### src/sbai_pkg.sv
// package for the state base address indirection block
// assumes a single engine clock and a plain register port
package sbai_pkg;

  // ----------------------------------------------------------------
  // widths
  // ----------------------------------------------------------------
  localparam int SBAI_ADDR_W = 48;
  localparam int SBAI_REG_AW = 8;
  localparam int SBAI_DATA_W = 32;

  // ----------------------------------------------------------------
  // register offsets (byte addresses, one word each)
  // ----------------------------------------------------------------
  localparam logic [7:0] SBAI_OFS_GEN_LO = 8'h00;
  localparam logic [7:0] SBAI_OFS_GEN_HI = 8'h04;
  localparam logic [7:0] SBAI_OFS_DYN_LO = 8'h08;
  localparam logic [7:0] SBAI_OFS_DYN_HI = 8'h0c;
  localparam logic [7:0] SBAI_OFS_INS_LO = 8'h10;
  localparam logic [7:0] SBAI_OFS_INS_HI = 8'h14;
  localparam logic [7:0] SBAI_OFS_SUR_LO = 8'h18;
  localparam logic [7:0] SBAI_OFS_SUR_HI = 8'h1c;
  localparam logic [7:0] SBAI_OFS_IND_LO = 8'h20;
  localparam logic [7:0] SBAI_OFS_IND_HI = 8'h24;
  localparam logic [7:0] SBAI_OFS_MODE = 8'h28;
  localparam logic [7:0] SBAI_OFS_STATUS = 8'h2c;

  // ----------------------------------------------------------------
  // fields and reset values
  // ----------------------------------------------------------------
  localparam int SBAI_MODE_CB_DIS_BIT = 0;
  localparam logic [47:0] SBAI_BASE_RESET = 48'h0000_0000_0000;
  localparam logic [31:0] SBAI_ZERO_WORD = 32'h0000_0000;
  localparam int SBAI_HI_W = 16;
  localparam int SBAI_CNT_W = 16;
  localparam int SBAI_SEL_LSB = 16;
  localparam int SBAI_SEL_W = 3;
  localparam logic [SBAI_CNT_W-1:0] SBAI_CNT_STEP = 16'h0001;

  // ----------------------------------------------------------------
  // access paths seen on the request port
  // ----------------------------------------------------------------
  typedef enum logic [4:0] {
    SBAI_P_DP_STATELESS = 5'h00,
    SBAI_P_SAMP_STATE = 5'h01,
    SBAI_P_VIEWPORT = 5'h02,
    SBAI_P_CC_DS_BLEND = 5'h03,
    SBAI_P_PUSH_CONST = 5'h04,
    SBAI_P_EU_NORMAL = 5'h05,
    SBAI_P_EU_SYSTEM = 5'h06,
    SBAI_P_BIND_TABLE = 5'h07,
    SBAI_P_SURF_STATE = 5'h08,
    SBAI_P_MEDIA_IND = 5'h09,
    SBAI_P_RING_BATCH = 5'h0a,
    SBAI_P_SYNC_WRITE = 5'h0b,
    SBAI_P_VERTEX = 5'h0c,
    SBAI_P_TEXTURE = 5'h0d,
    SBAI_P_DP_OTHER = 5'h0e,
    SBAI_P_PRELOAD = 5'h0f,
    SBAI_P_PHYSICAL = 5'h10
  } sbai_path_type;

  // which base a path resolves to
  typedef enum logic [2:0] {
    SBAI_B_NONE = 3'h0,
    SBAI_B_GENERAL = 3'h1,
    SBAI_B_DYNAMIC = 3'h2,
    SBAI_B_INSTR = 3'h3,
    SBAI_B_SURFACE = 3'h4,
    SBAI_B_INDIRECT = 3'h5
  } sbai_base_sel_type;

  // a request from an engine client
  typedef struct packed {
    logic valid;
    sbai_path_type path;
    logic write;
    logic [SBAI_ADDR_W-1:0] offset;
  } sbai_req_type;

  // a request toward the translated memory path
  typedef struct packed {
    logic valid;
    logic write;
    logic translate;
    sbai_base_sel_type base_sel;
    logic [SBAI_ADDR_W-1:0] addr;
  } sbai_mem_type;

  // register port command
  typedef struct packed {
    logic wr;
    logic rd;
    logic [SBAI_REG_AW-1:0] addr;
    logic [SBAI_DATA_W-1:0] wdata;
  } sbai_reg_cmd_type;

endpackage

### src/sbai_indirection.sv
// state base address indirection: base registers and address generator
// assumes requests arrive from logic on ref_clk_in, one per cycle, no stall
//
// Added by the designer: strobed register access and the register addresses.
`timescale 1ns/100ps
`default_nettype none

// Contract
// - selected base is always added; zero base makes address equal offset
// - stateless data port accesses use the general state base
// - sampler state and edge colour record reads use dynamic state base
// - viewport state for clipper, setup, windower stages uses dynamic base
// - colour calc, z and mask test, mixing records use dynamic base
// - push constants use dynamic base or none, per parser mode bit
// - normal execution unit code uses instruction base
// - system routine code uses instruction base at system routine pointer
// - binding table reads use surface state base
// - surface state record reads use surface state base
// - media object indirect data uses indirect object base
// - pipeline sync command writes use absolute addresses
// - all vertex fetch accesses use absolute addresses
// - sampler texture data accesses use absolute addresses
// - state preload command reads add no base
// - any other translated access defaults to absolute address
// - base plus offset gives a virtual address that is translated
// - physical addresses bypass translation; absolute ones are translated
module sbai_indirection (
  input wire logic ref_clk_in,
  input wire logic reset_in,
  input wire sbai_pkg::sbai_req_type req_in,
  input wire sbai_pkg::sbai_reg_cmd_type reg_cmd_in,
  output logic [sbai_pkg::SBAI_DATA_W-1:0] reg_rdata_out,
  output sbai_pkg::sbai_mem_type mem_out
);
  import sbai_pkg::*;

  // ----------------------------------------------------------------
  // state
  // ----------------------------------------------------------------
  typedef struct packed {
    logic [SBAI_ADDR_W-1:0] gen_base;
    logic [SBAI_ADDR_W-1:0] dyn_base;
    logic [SBAI_ADDR_W-1:0] ins_base;
    logic [SBAI_ADDR_W-1:0] sur_base;
    logic [SBAI_ADDR_W-1:0] ind_base;
    logic cb_offset_disable;
    logic [SBAI_DATA_W-1:0] rdata;
    sbai_mem_type mem;
    logic [SBAI_CNT_W-1:0] req_count;
    sbai_base_sel_type last_sel;
  } sbai_state_type;

  sbai_state_type state;
  sbai_state_type next_state;

  // ----------------------------------------------------------------
  // register identities
  // ----------------------------------------------------------------
  // one code per mapped word, shared by the write and read paths
  typedef enum logic [3:0] {
    SBAI_R_NONE = 4'h0,
    SBAI_R_GEN_LO = 4'h1,
    SBAI_R_GEN_HI = 4'h2,
    SBAI_R_DYN_LO = 4'h3,
    SBAI_R_DYN_HI = 4'h4,
    SBAI_R_INS_LO = 4'h5,
    SBAI_R_INS_HI = 4'h6,
    SBAI_R_SUR_LO = 4'h7,
    SBAI_R_SUR_HI = 4'h8,
    SBAI_R_IND_LO = 4'h9,
    SBAI_R_IND_HI = 4'ha,
    SBAI_R_MODE = 4'hb,
    SBAI_R_STATUS = 4'hc
  } sbai_reg_id_type;

  // ----------------------------------------------------------------
  // functions
  // ----------------------------------------------------------------
  // map an access path to its base; push constants depend on the mode bit
  function automatic sbai_base_sel_type path_to_base(input sbai_path_type path,
                                                     input logic cb_dis);
    sbai_base_sel_type sel;
    sel = SBAI_B_NONE; // default: absolute address
    case (path)
      SBAI_P_DP_STATELESS: begin
        sel = SBAI_B_GENERAL;
      end
      SBAI_P_SAMP_STATE: begin
        sel = SBAI_B_DYNAMIC;
      end
      SBAI_P_VIEWPORT: begin
        sel = SBAI_B_DYNAMIC;
      end
      SBAI_P_CC_DS_BLEND: begin
        sel = SBAI_B_DYNAMIC;
      end
      SBAI_P_PUSH_CONST: begin
        sel = cb_dis ? SBAI_B_NONE : SBAI_B_DYNAMIC;
      end
      SBAI_P_EU_NORMAL: begin
        sel = SBAI_B_INSTR;
      end
      SBAI_P_EU_SYSTEM: begin
        sel = SBAI_B_INSTR;
      end
      SBAI_P_BIND_TABLE: begin
        sel = SBAI_B_SURFACE;
      end
      SBAI_P_SURF_STATE: begin
        sel = SBAI_B_SURFACE;
      end
      SBAI_P_MEDIA_IND: begin
        sel = SBAI_B_INDIRECT;
      end
      SBAI_P_SYNC_WRITE: begin
        sel = SBAI_B_NONE;
      end
      SBAI_P_VERTEX: begin
        sel = SBAI_B_NONE;
      end
      SBAI_P_TEXTURE: begin
        sel = SBAI_B_NONE;
      end
      SBAI_P_PRELOAD: begin
        sel = SBAI_B_NONE;
      end
      default: begin
        sel = SBAI_B_NONE;
      end
    endcase
    return sel;
  endfunction

  // replace the low or high part of a 48-bit base with a written word
  function automatic logic [SBAI_ADDR_W-1:0] put_word(input logic [SBAI_ADDR_W-1:0] base,
                                                      input logic hi,
                                                      input logic [SBAI_DATA_W-1:0] w);
    logic [SBAI_ADDR_W-1:0] r;
    r = base;
    if (hi) begin
      r[SBAI_ADDR_W-1:SBAI_DATA_W] = w[SBAI_HI_W-1:0];
    end else begin
      r[SBAI_DATA_W-1:0] = w;
    end
    return r;
  endfunction

  // read the low or high part of a base, high bits above 47 read zero
  function automatic logic [SBAI_DATA_W-1:0] get_word(input logic [SBAI_ADDR_W-1:0] base,
                                                      input logic hi);
    logic [SBAI_DATA_W-1:0] r;
    r = SBAI_ZERO_WORD;
    if (hi) begin
      r[SBAI_HI_W-1:0] = base[SBAI_ADDR_W-1:SBAI_DATA_W];
    end else begin
      r = base[SBAI_DATA_W-1:0];
    end
    return r;
  endfunction

  // ----------------------------------------------------------------
  // decode and address helpers
  // ----------------------------------------------------------------
  // decode a bus address into the word it selects; writes and reads share it
  function automatic sbai_reg_id_type decode_reg(input logic [SBAI_REG_AW-1:0] addr);
    sbai_reg_id_type id;
    id = SBAI_R_NONE;
    case (addr)
      SBAI_OFS_GEN_LO: begin
        id = SBAI_R_GEN_LO;
      end
      SBAI_OFS_GEN_HI: begin
        id = SBAI_R_GEN_HI;
      end
      SBAI_OFS_DYN_LO: begin
        id = SBAI_R_DYN_LO;
      end
      SBAI_OFS_DYN_HI: begin
        id = SBAI_R_DYN_HI;
      end
      SBAI_OFS_INS_LO: begin
        id = SBAI_R_INS_LO;
      end
      SBAI_OFS_INS_HI: begin
        id = SBAI_R_INS_HI;
      end
      SBAI_OFS_SUR_LO: begin
        id = SBAI_R_SUR_LO;
      end
      SBAI_OFS_SUR_HI: begin
        id = SBAI_R_SUR_HI;
      end
      SBAI_OFS_IND_LO: begin
        id = SBAI_R_IND_LO;
      end
      SBAI_OFS_IND_HI: begin
        id = SBAI_R_IND_HI;
      end
      SBAI_OFS_MODE: begin
        id = SBAI_R_MODE;
      end
      SBAI_OFS_STATUS: begin
        id = SBAI_R_STATUS;
      end
      default: begin
        id = SBAI_R_NONE; // unmapped word
      end
    endcase
    return id;
  endfunction

  // value of the chosen base; no base means an absolute address
  function automatic logic [SBAI_ADDR_W-1:0] pick_base(input sbai_state_type s,
    input sbai_base_sel_type sel);
    logic [SBAI_ADDR_W-1:0] b;
    b = SBAI_BASE_RESET;
    case (sel)
      SBAI_B_GENERAL: begin
        b = s.gen_base;
      end
      SBAI_B_DYNAMIC: begin
        b = s.dyn_base;
      end
      SBAI_B_INSTR: begin
        b = s.ins_base;
      end
      SBAI_B_SURFACE: begin
        b = s.sur_base;
      end
      SBAI_B_INDIRECT: begin
        b = s.ind_base;
      end
      default: begin
        b = SBAI_BASE_RESET; // absolute: no base added
      end
    endcase
    return b;
  endfunction

  // plain binary sum; the carry out of the top bit is dropped on purpose
  function automatic logic [SBAI_ADDR_W-1:0] add_offset(input logic [SBAI_ADDR_W-1:0] b,
    input logic [SBAI_ADDR_W-1:0] o);
    logic [SBAI_ADDR_W:0] s;
    s = {1'b0, b} + {1'b0, o};
    return s[SBAI_ADDR_W-1:0];
  endfunction

  // ----------------------------------------------------------------
  // next state
  // ----------------------------------------------------------------
  // register writes, read mux and address generation
  always_comb begin
    sbai_base_sel_type sel;
    sbai_reg_id_type id;
    logic [SBAI_ADDR_W-1:0] base;
    logic [SBAI_DATA_W-1:0] w;
    sel = SBAI_B_NONE;
    id = decode_reg(reg_cmd_in.addr);
    base = SBAI_BASE_RESET;
    w = reg_cmd_in.wdata;
    next_state = state;

    // register writes land at the edge that takes the strobe
    if (reg_cmd_in.wr) begin
      case (id)
        SBAI_R_GEN_LO: begin
          next_state.gen_base = put_word(state.gen_base, 1'b0, w);
        end
        SBAI_R_GEN_HI: begin
          next_state.gen_base = put_word(state.gen_base, 1'b1, w);
        end
        SBAI_R_DYN_LO: begin
          next_state.dyn_base = put_word(state.dyn_base, 1'b0, w);
        end
        SBAI_R_DYN_HI: begin
          next_state.dyn_base = put_word(state.dyn_base, 1'b1, w);
        end
        SBAI_R_INS_LO: begin
          next_state.ins_base = put_word(state.ins_base, 1'b0, w);
        end
        SBAI_R_INS_HI: begin
          next_state.ins_base = put_word(state.ins_base, 1'b1, w);
        end
        SBAI_R_SUR_LO: begin
          next_state.sur_base = put_word(state.sur_base, 1'b0, w);
        end
        SBAI_R_SUR_HI: begin
          next_state.sur_base = put_word(state.sur_base, 1'b1, w);
        end
        SBAI_R_IND_LO: begin
          next_state.ind_base = put_word(state.ind_base, 1'b0, w);
        end
        SBAI_R_IND_HI: begin
          next_state.ind_base = put_word(state.ind_base, 1'b1, w);
        end
        SBAI_R_MODE: begin
          next_state.cb_offset_disable = w[SBAI_MODE_CB_DIS_BIT];
        end
        default: begin
          next_state.cb_offset_disable = state.cb_offset_disable; // write ignored
        end
      endcase
    end

    // read data stands in the cycle after the strobe only
    next_state.rdata = SBAI_ZERO_WORD;
    if (reg_cmd_in.rd) begin
      case (id)
        SBAI_R_GEN_LO: begin
          next_state.rdata = get_word(state.gen_base, 1'b0);
        end
        SBAI_R_GEN_HI: begin
          next_state.rdata = get_word(state.gen_base, 1'b1);
        end
        SBAI_R_DYN_LO: begin
          next_state.rdata = get_word(state.dyn_base, 1'b0);
        end
        SBAI_R_DYN_HI: begin
          next_state.rdata = get_word(state.dyn_base, 1'b1);
        end
        SBAI_R_INS_LO: begin
          next_state.rdata = get_word(state.ins_base, 1'b0);
        end
        SBAI_R_INS_HI: begin
          next_state.rdata = get_word(state.ins_base, 1'b1);
        end
        SBAI_R_SUR_LO: begin
          next_state.rdata = get_word(state.sur_base, 1'b0);
        end
        SBAI_R_SUR_HI: begin
          next_state.rdata = get_word(state.sur_base, 1'b1);
        end
        SBAI_R_IND_LO: begin
          next_state.rdata = get_word(state.ind_base, 1'b0);
        end
        SBAI_R_IND_HI: begin
          next_state.rdata = get_word(state.ind_base, 1'b1);
        end
        SBAI_R_MODE: begin
          next_state.rdata[SBAI_MODE_CB_DIS_BIT] = state.cb_offset_disable;
        end
        SBAI_R_STATUS: begin
          next_state.rdata[SBAI_CNT_W-1:0] = state.req_count;
          next_state.rdata[SBAI_SEL_LSB +: SBAI_SEL_W] = state.last_sel;
        end
        default: begin
          next_state.rdata = SBAI_ZERO_WORD; // unmapped reads zero
        end
      endcase
    end

    // base selection per request, taken from its own path
    sel = path_to_base(req_in.path, state.cb_offset_disable);
    base = pick_base(state, sel);

    // one registered memory request per client request
    next_state.mem.valid = req_in.valid;
    next_state.mem.write = req_in.valid & req_in.write;
    next_state.mem.base_sel = sel;
    // plain sum, wraps at the address width; zero base passes offset through
    next_state.mem.addr = add_offset(base, req_in.offset);
    // only physical accesses skip translation
    next_state.mem.translate = req_in.valid & (req_in.path != SBAI_P_PHYSICAL);
    if (req_in.valid) begin
      next_state.req_count = state.req_count + SBAI_CNT_STEP;
      next_state.last_sel = sel;
    end
  end

  // ----------------------------------------------------------------
  // registers
  // ----------------------------------------------------------------
  // state register, all bases zero after reset
  always_ff @(posedge ref_clk_in or posedge reset_in) begin
    if (reset_in) begin
      state <= '0;
    end else begin
      state <= next_state;
    end
  end

  // outputs come straight from the state flip-flops
  assign reg_rdata_out = state.rdata;
  assign mem_out = state.mem;

endmodule

`default_nettype wire

### config.mk
export PLATFORM = sky130hd
export DESIGN_NAME = sbai_indirection
export DESIGN_NICKNAME = d
export VERILOG_FILES = /design/src/sbai_pkg.sv /design/src/sbai_indirection.sv
export SDC_FILE = /design/constraint.sdc
export NUM_CORES = 1
export LEC_CHECK = 0
export ABC_AREA = 1
export BUFFER_PORTS_ARGS = -buffer_cell sky130_fd_sc_hd__buf_2
export CORE_AREA = 10 10 268 270
export CTS_CLUSTER_DIAMETER = 150
export CTS_CLUSTER_SIZE = 24
export DETAILED_ROUTE_END_ITERATION = 12
export DIE_AREA = 0 0 278 280
export GPL_TIMING_DRIVEN = 0
export HOLD_SLACK_MARGIN = 0.03
export SLEW_MARGIN = 20
export SYNTH_ARGS = -nofsm -noshare
export SYNTH_HDL_FRONTEND = slang
export SYNTH_SLANG_ARGS = --single-unit
### constraint.sdc
create_clock -name ref_clk_in -period 29.8 [get_ports ref_clk_in]
set_input_delay 7.45 -clock ref_clk_in [delete_from_list [all_inputs] [get_ports ref_clk_in]]
set_output_delay 7.45 -clock ref_clk_in [all_outputs]
set_load 0.1 [all_outputs]
==> flow_metrics.tcl <==
set metrics [dict create \
    grt_max_degree 101 \
    clk_latency_ns 0.56 \
    cp_max_fo 10 \
    worst_r2r_endpoint "mem_out[47]$_DFF_PP0_" \
    antenna_found_initial 6 \
    worstSetupEndpointType "register" \
    intPower_w 0.0006523 \
    ant_nets 0 \
    maxSlewHeadroom_pct 23.78 \
    start_util_pct 29.74 \
    fp.dieH_um 280 \
    core_area_mm2 0.06656 \
    ys_top_cells_by_count "nand2_1, dfrtp_1, inv_1" \
    max-vdd-ir-drop_mv 0.03161 \
    syn_area_mm2 0.01980 \
    cts_setup_buffers 0 \
    seq_area_frac_synth_pct 43.74 \
    avgSynthCellArea_um2 7.353 \
    clock_path_buffers 3 \
    overflow 0 \
    placementRows 95 \
    first_pass_iters 6 \
    finalHoldViolations 0 \
    cpMaxStageDelayCell "clkbuf_1" \
    post-dp-hpwl_um 64210 \
    portBuffers 183 \
    worst_pin_slew_ns 1.143 \
    drt-vias-per-instance 5.142 \
    grt_most_used_layer "met2" \
    preCtsSetupSlack_ns 18.28 \
    numCtsBuffers 18 \
    grt_pass1_wl_um 121700 \
    cp_common_cell "nand2_1" \
    clk_pin_slew_worst_paths_ns 0.11 \
    cts_hold_buffers 0 \
    met2_usage_pct 34.38 \
    fmax_ghz 0.09005 \
    async_flop_share_pct 100.0 \
    drc 0 \
    syn_to_final_growth_pct 13.31 \
    seqPwrFrac_pct 54.0 \
    setup_viol 0 \
    critPathKind "in -> reg" \
    layout_min_cycle_time_ns 11.11 \
    layout_setup_ws_ns 18.69 \
    swShare_pct 31.70 \
    ys.flop_type "dfrtp_1" \
    root_buffer "clkbuf_16" \
    final-max-slew-violation-count 0 \
    p_clk_share_pct 30.4 \
    h-tree-depth 1 \
    finalPower_w 0.0009552 \
    fillerInstances 7302 \
    r2r_start "state[105]$_DFFE_PP0P_" \
    clkSinkCount 346 \
    synthTopCellsByArea "dfrtp_1, nand2_1, o21ai_0" \
    cp-start-kind "input port" \
    crit_path_end "mem_out[47]$_DFF_PP0_" \
    cellLeakagePower_nw 11.53 \
    startpoint "req_in[52]" \
    yosysWarnings 0 \
    post_drt_wl_per_cell_um 21.99 \
    rr_worst_depth 17 \
    fp.dieW_um 278 \
    fin_crit_sh_pct 37.27 \
    io_pins 185 \
    crit_chain "buf_2 > inv_1 > nor2_1 > nand3_1 > inv_1 > buf_2 > clkbuf_1 > nand2_1 > o2111ai_1 > ha_1 > nand2_1 > nand2_1 > nand2_1 > nand2_1 > a21oi_1 > nand2_1 > nand2_1 > nand3_1 > nand3_1 > nand2_1" \
    synth_edf_count 0 \
    ff2ff_setup_slack_ns 25.99 \
    required_ns 30.25 \
    synth_top_cell_by_area "dfrtp_1" \
    cap_violations 0 \
    cts_tree "yes" \
    drive_gt1_share_pct 12.10 \
    hold_path.class "reg -> reg" \
    die-area_mm2 0.07784 \
    synth.most_common_cell "nand2_1" \
    drt-total-wl_um 83020 \
    nets 3047 \
    grt_usage_pct 20.61 \
    tns_ns 0 \
    p_switching_w 0.0003028 \
    rsz0062_at_grt "false" \
    status "finished clean" \
    final_util_pct 33.70 \
    antenna_cells 0 \
    comb_power_share_pct 15.6 \
    clock_skew_ns 0.01644 \
    cts-resized-gates 0 \
    met1_usage_pct 26.13 \
    vias 19411 \
    drt_iter0_markers 2444 \
    ys_seq_elements 346 \
    synth_cell_types 34 \
    place_congestion 0.9635 \
    met3_usage_pct 4.511 \
    cp.arrival_ns 11.56 \
    grt_pass1_vias 18829 \
    critPathMaxStageDelay_ns 0.86 \
    synth_cells 2692 \
    power_density_mw_per_mm2 42.59 \
    synth_top_area_share_pct 43.74 \
    syn_nets 2840 \
]
-- layer usage --
metal  part of all wire, %  vias up  routed length [µm]
li1                      -     9009                   -
met2                    47      960               38830
met5                 0.055        -                  46
met1                    40     9288               33600
met3                   9.3      148                7757
met4                   3.4        6                2793
-- critical path: cells and delay by family --
| family | cells | cell delay (ns) |
|---|---|---|
| compound gates | 2 | 0.64 |
| simple gates | 12 | 1.50 |
| buf+inv | 5 | 1.51 |
| fa+ha+maj | 1 | 0.42 |
-- layout by cell type, fill, tap and decap left out, drive strengths merged --
cell and n:
nand2 897, dfrtp 346, o21ai 322, buf 316
inv 309, nand3 156, nor2 140, clkbuf 85
a21oi 66, ha 48, a22oi 47, nand4 44
xor2 37, o2111ai 34, nor3 20, a211oi 9
a31oi 7, o21bai 6, xnor2 3, o211ai 2
and2 2, o22ai 2, nor4 2, a21boi 1
fa 1
-- per-stage QoR --
stage	instances	hold slack (ns)	cell area [µm²]
final	3775	0.4927	22430
after global routing	3775	0.5158	22430
after CTS	3775	0.4967	22430
after detailed placement	3752	0.4728	21920
after global placement	3748	0.4673	21800
after floorplan	2692	0.4530	19800
-- how the worst min path moves through the flow --
stage / startpoint / end / slack, ns / depth (start not counted)
2_1_floorplan: state[218]$_DFFE_PP0P_ / state[218]$_DFFE_PP0P_ / 0.45 / 2
3_3_place_gp: state[290]$_DFFE_PP0P_ / state[290]$_DFFE_PP0P_ / 0.47 / 2
3_5_place_dp: state[271]$_DFFE_PP0P_ / state[271]$_DFFE_PP0P_ / 0.47 / 2
4_1_cts: state[271]$_DFFE_PP0P_ / state[271]$_DFFE_PP0P_ / 0.50 / 2
5_1_grt: state[252]$_DFFE_PP0P_ / state[252]$_DFFE_PP0P_ / 0.52 / 2
6_report: state[292]$_DFFE_PP0P_ / state[292]$_DFFE_PP0P_ / 0.49 / 2
-- state kept, by name (all words and copies together), names as in the netlist --
signal         cells
reg_rdata_out     32
mem_out           54
state            260
-- final cells by class --
cell class / instances / area, µm² / area share (%)
well taps: 873 / 1092 / 4.870
repair buffers: 187 / 1026 / 4.574
clock buffers: 22 / 496.7 / 2.215
inverters: 308 / 1164 / 5.188
plain buffers: 192 / 1097 / 4.892
flip-flops and latches: 346 / 8658 / 38.60
clock inverters: 1 / 11.26 / 0.05021
multi-input cells: 1846 / 8884 / 39.61
-- power by group through the flow --
stage               Sequential (W)  Combinational (W)  Clock (W)
floorplan                 0.000518           0.000101          0
global placement          0.000524           0.000146          0
detailed placement        0.000524           0.000149          0
CTS                       0.000515           0.000150   0.000295
global route              0.000519           0.000163   0.000309
finish                    0.000516           0.000149   0.000290
-- kinds of logic after synthesis --
group,after synthesis,synth area share (%)
AOI/OAI and AO/OA,496,14.06
xor gates and xnor gates,40,1.770
adders and majority gates,49,3.135
buffers and inverters,500,11.38
DFF,346,43.74
and+or+nand+nor,1261,25.91
(Power assumes the default switching activity.)
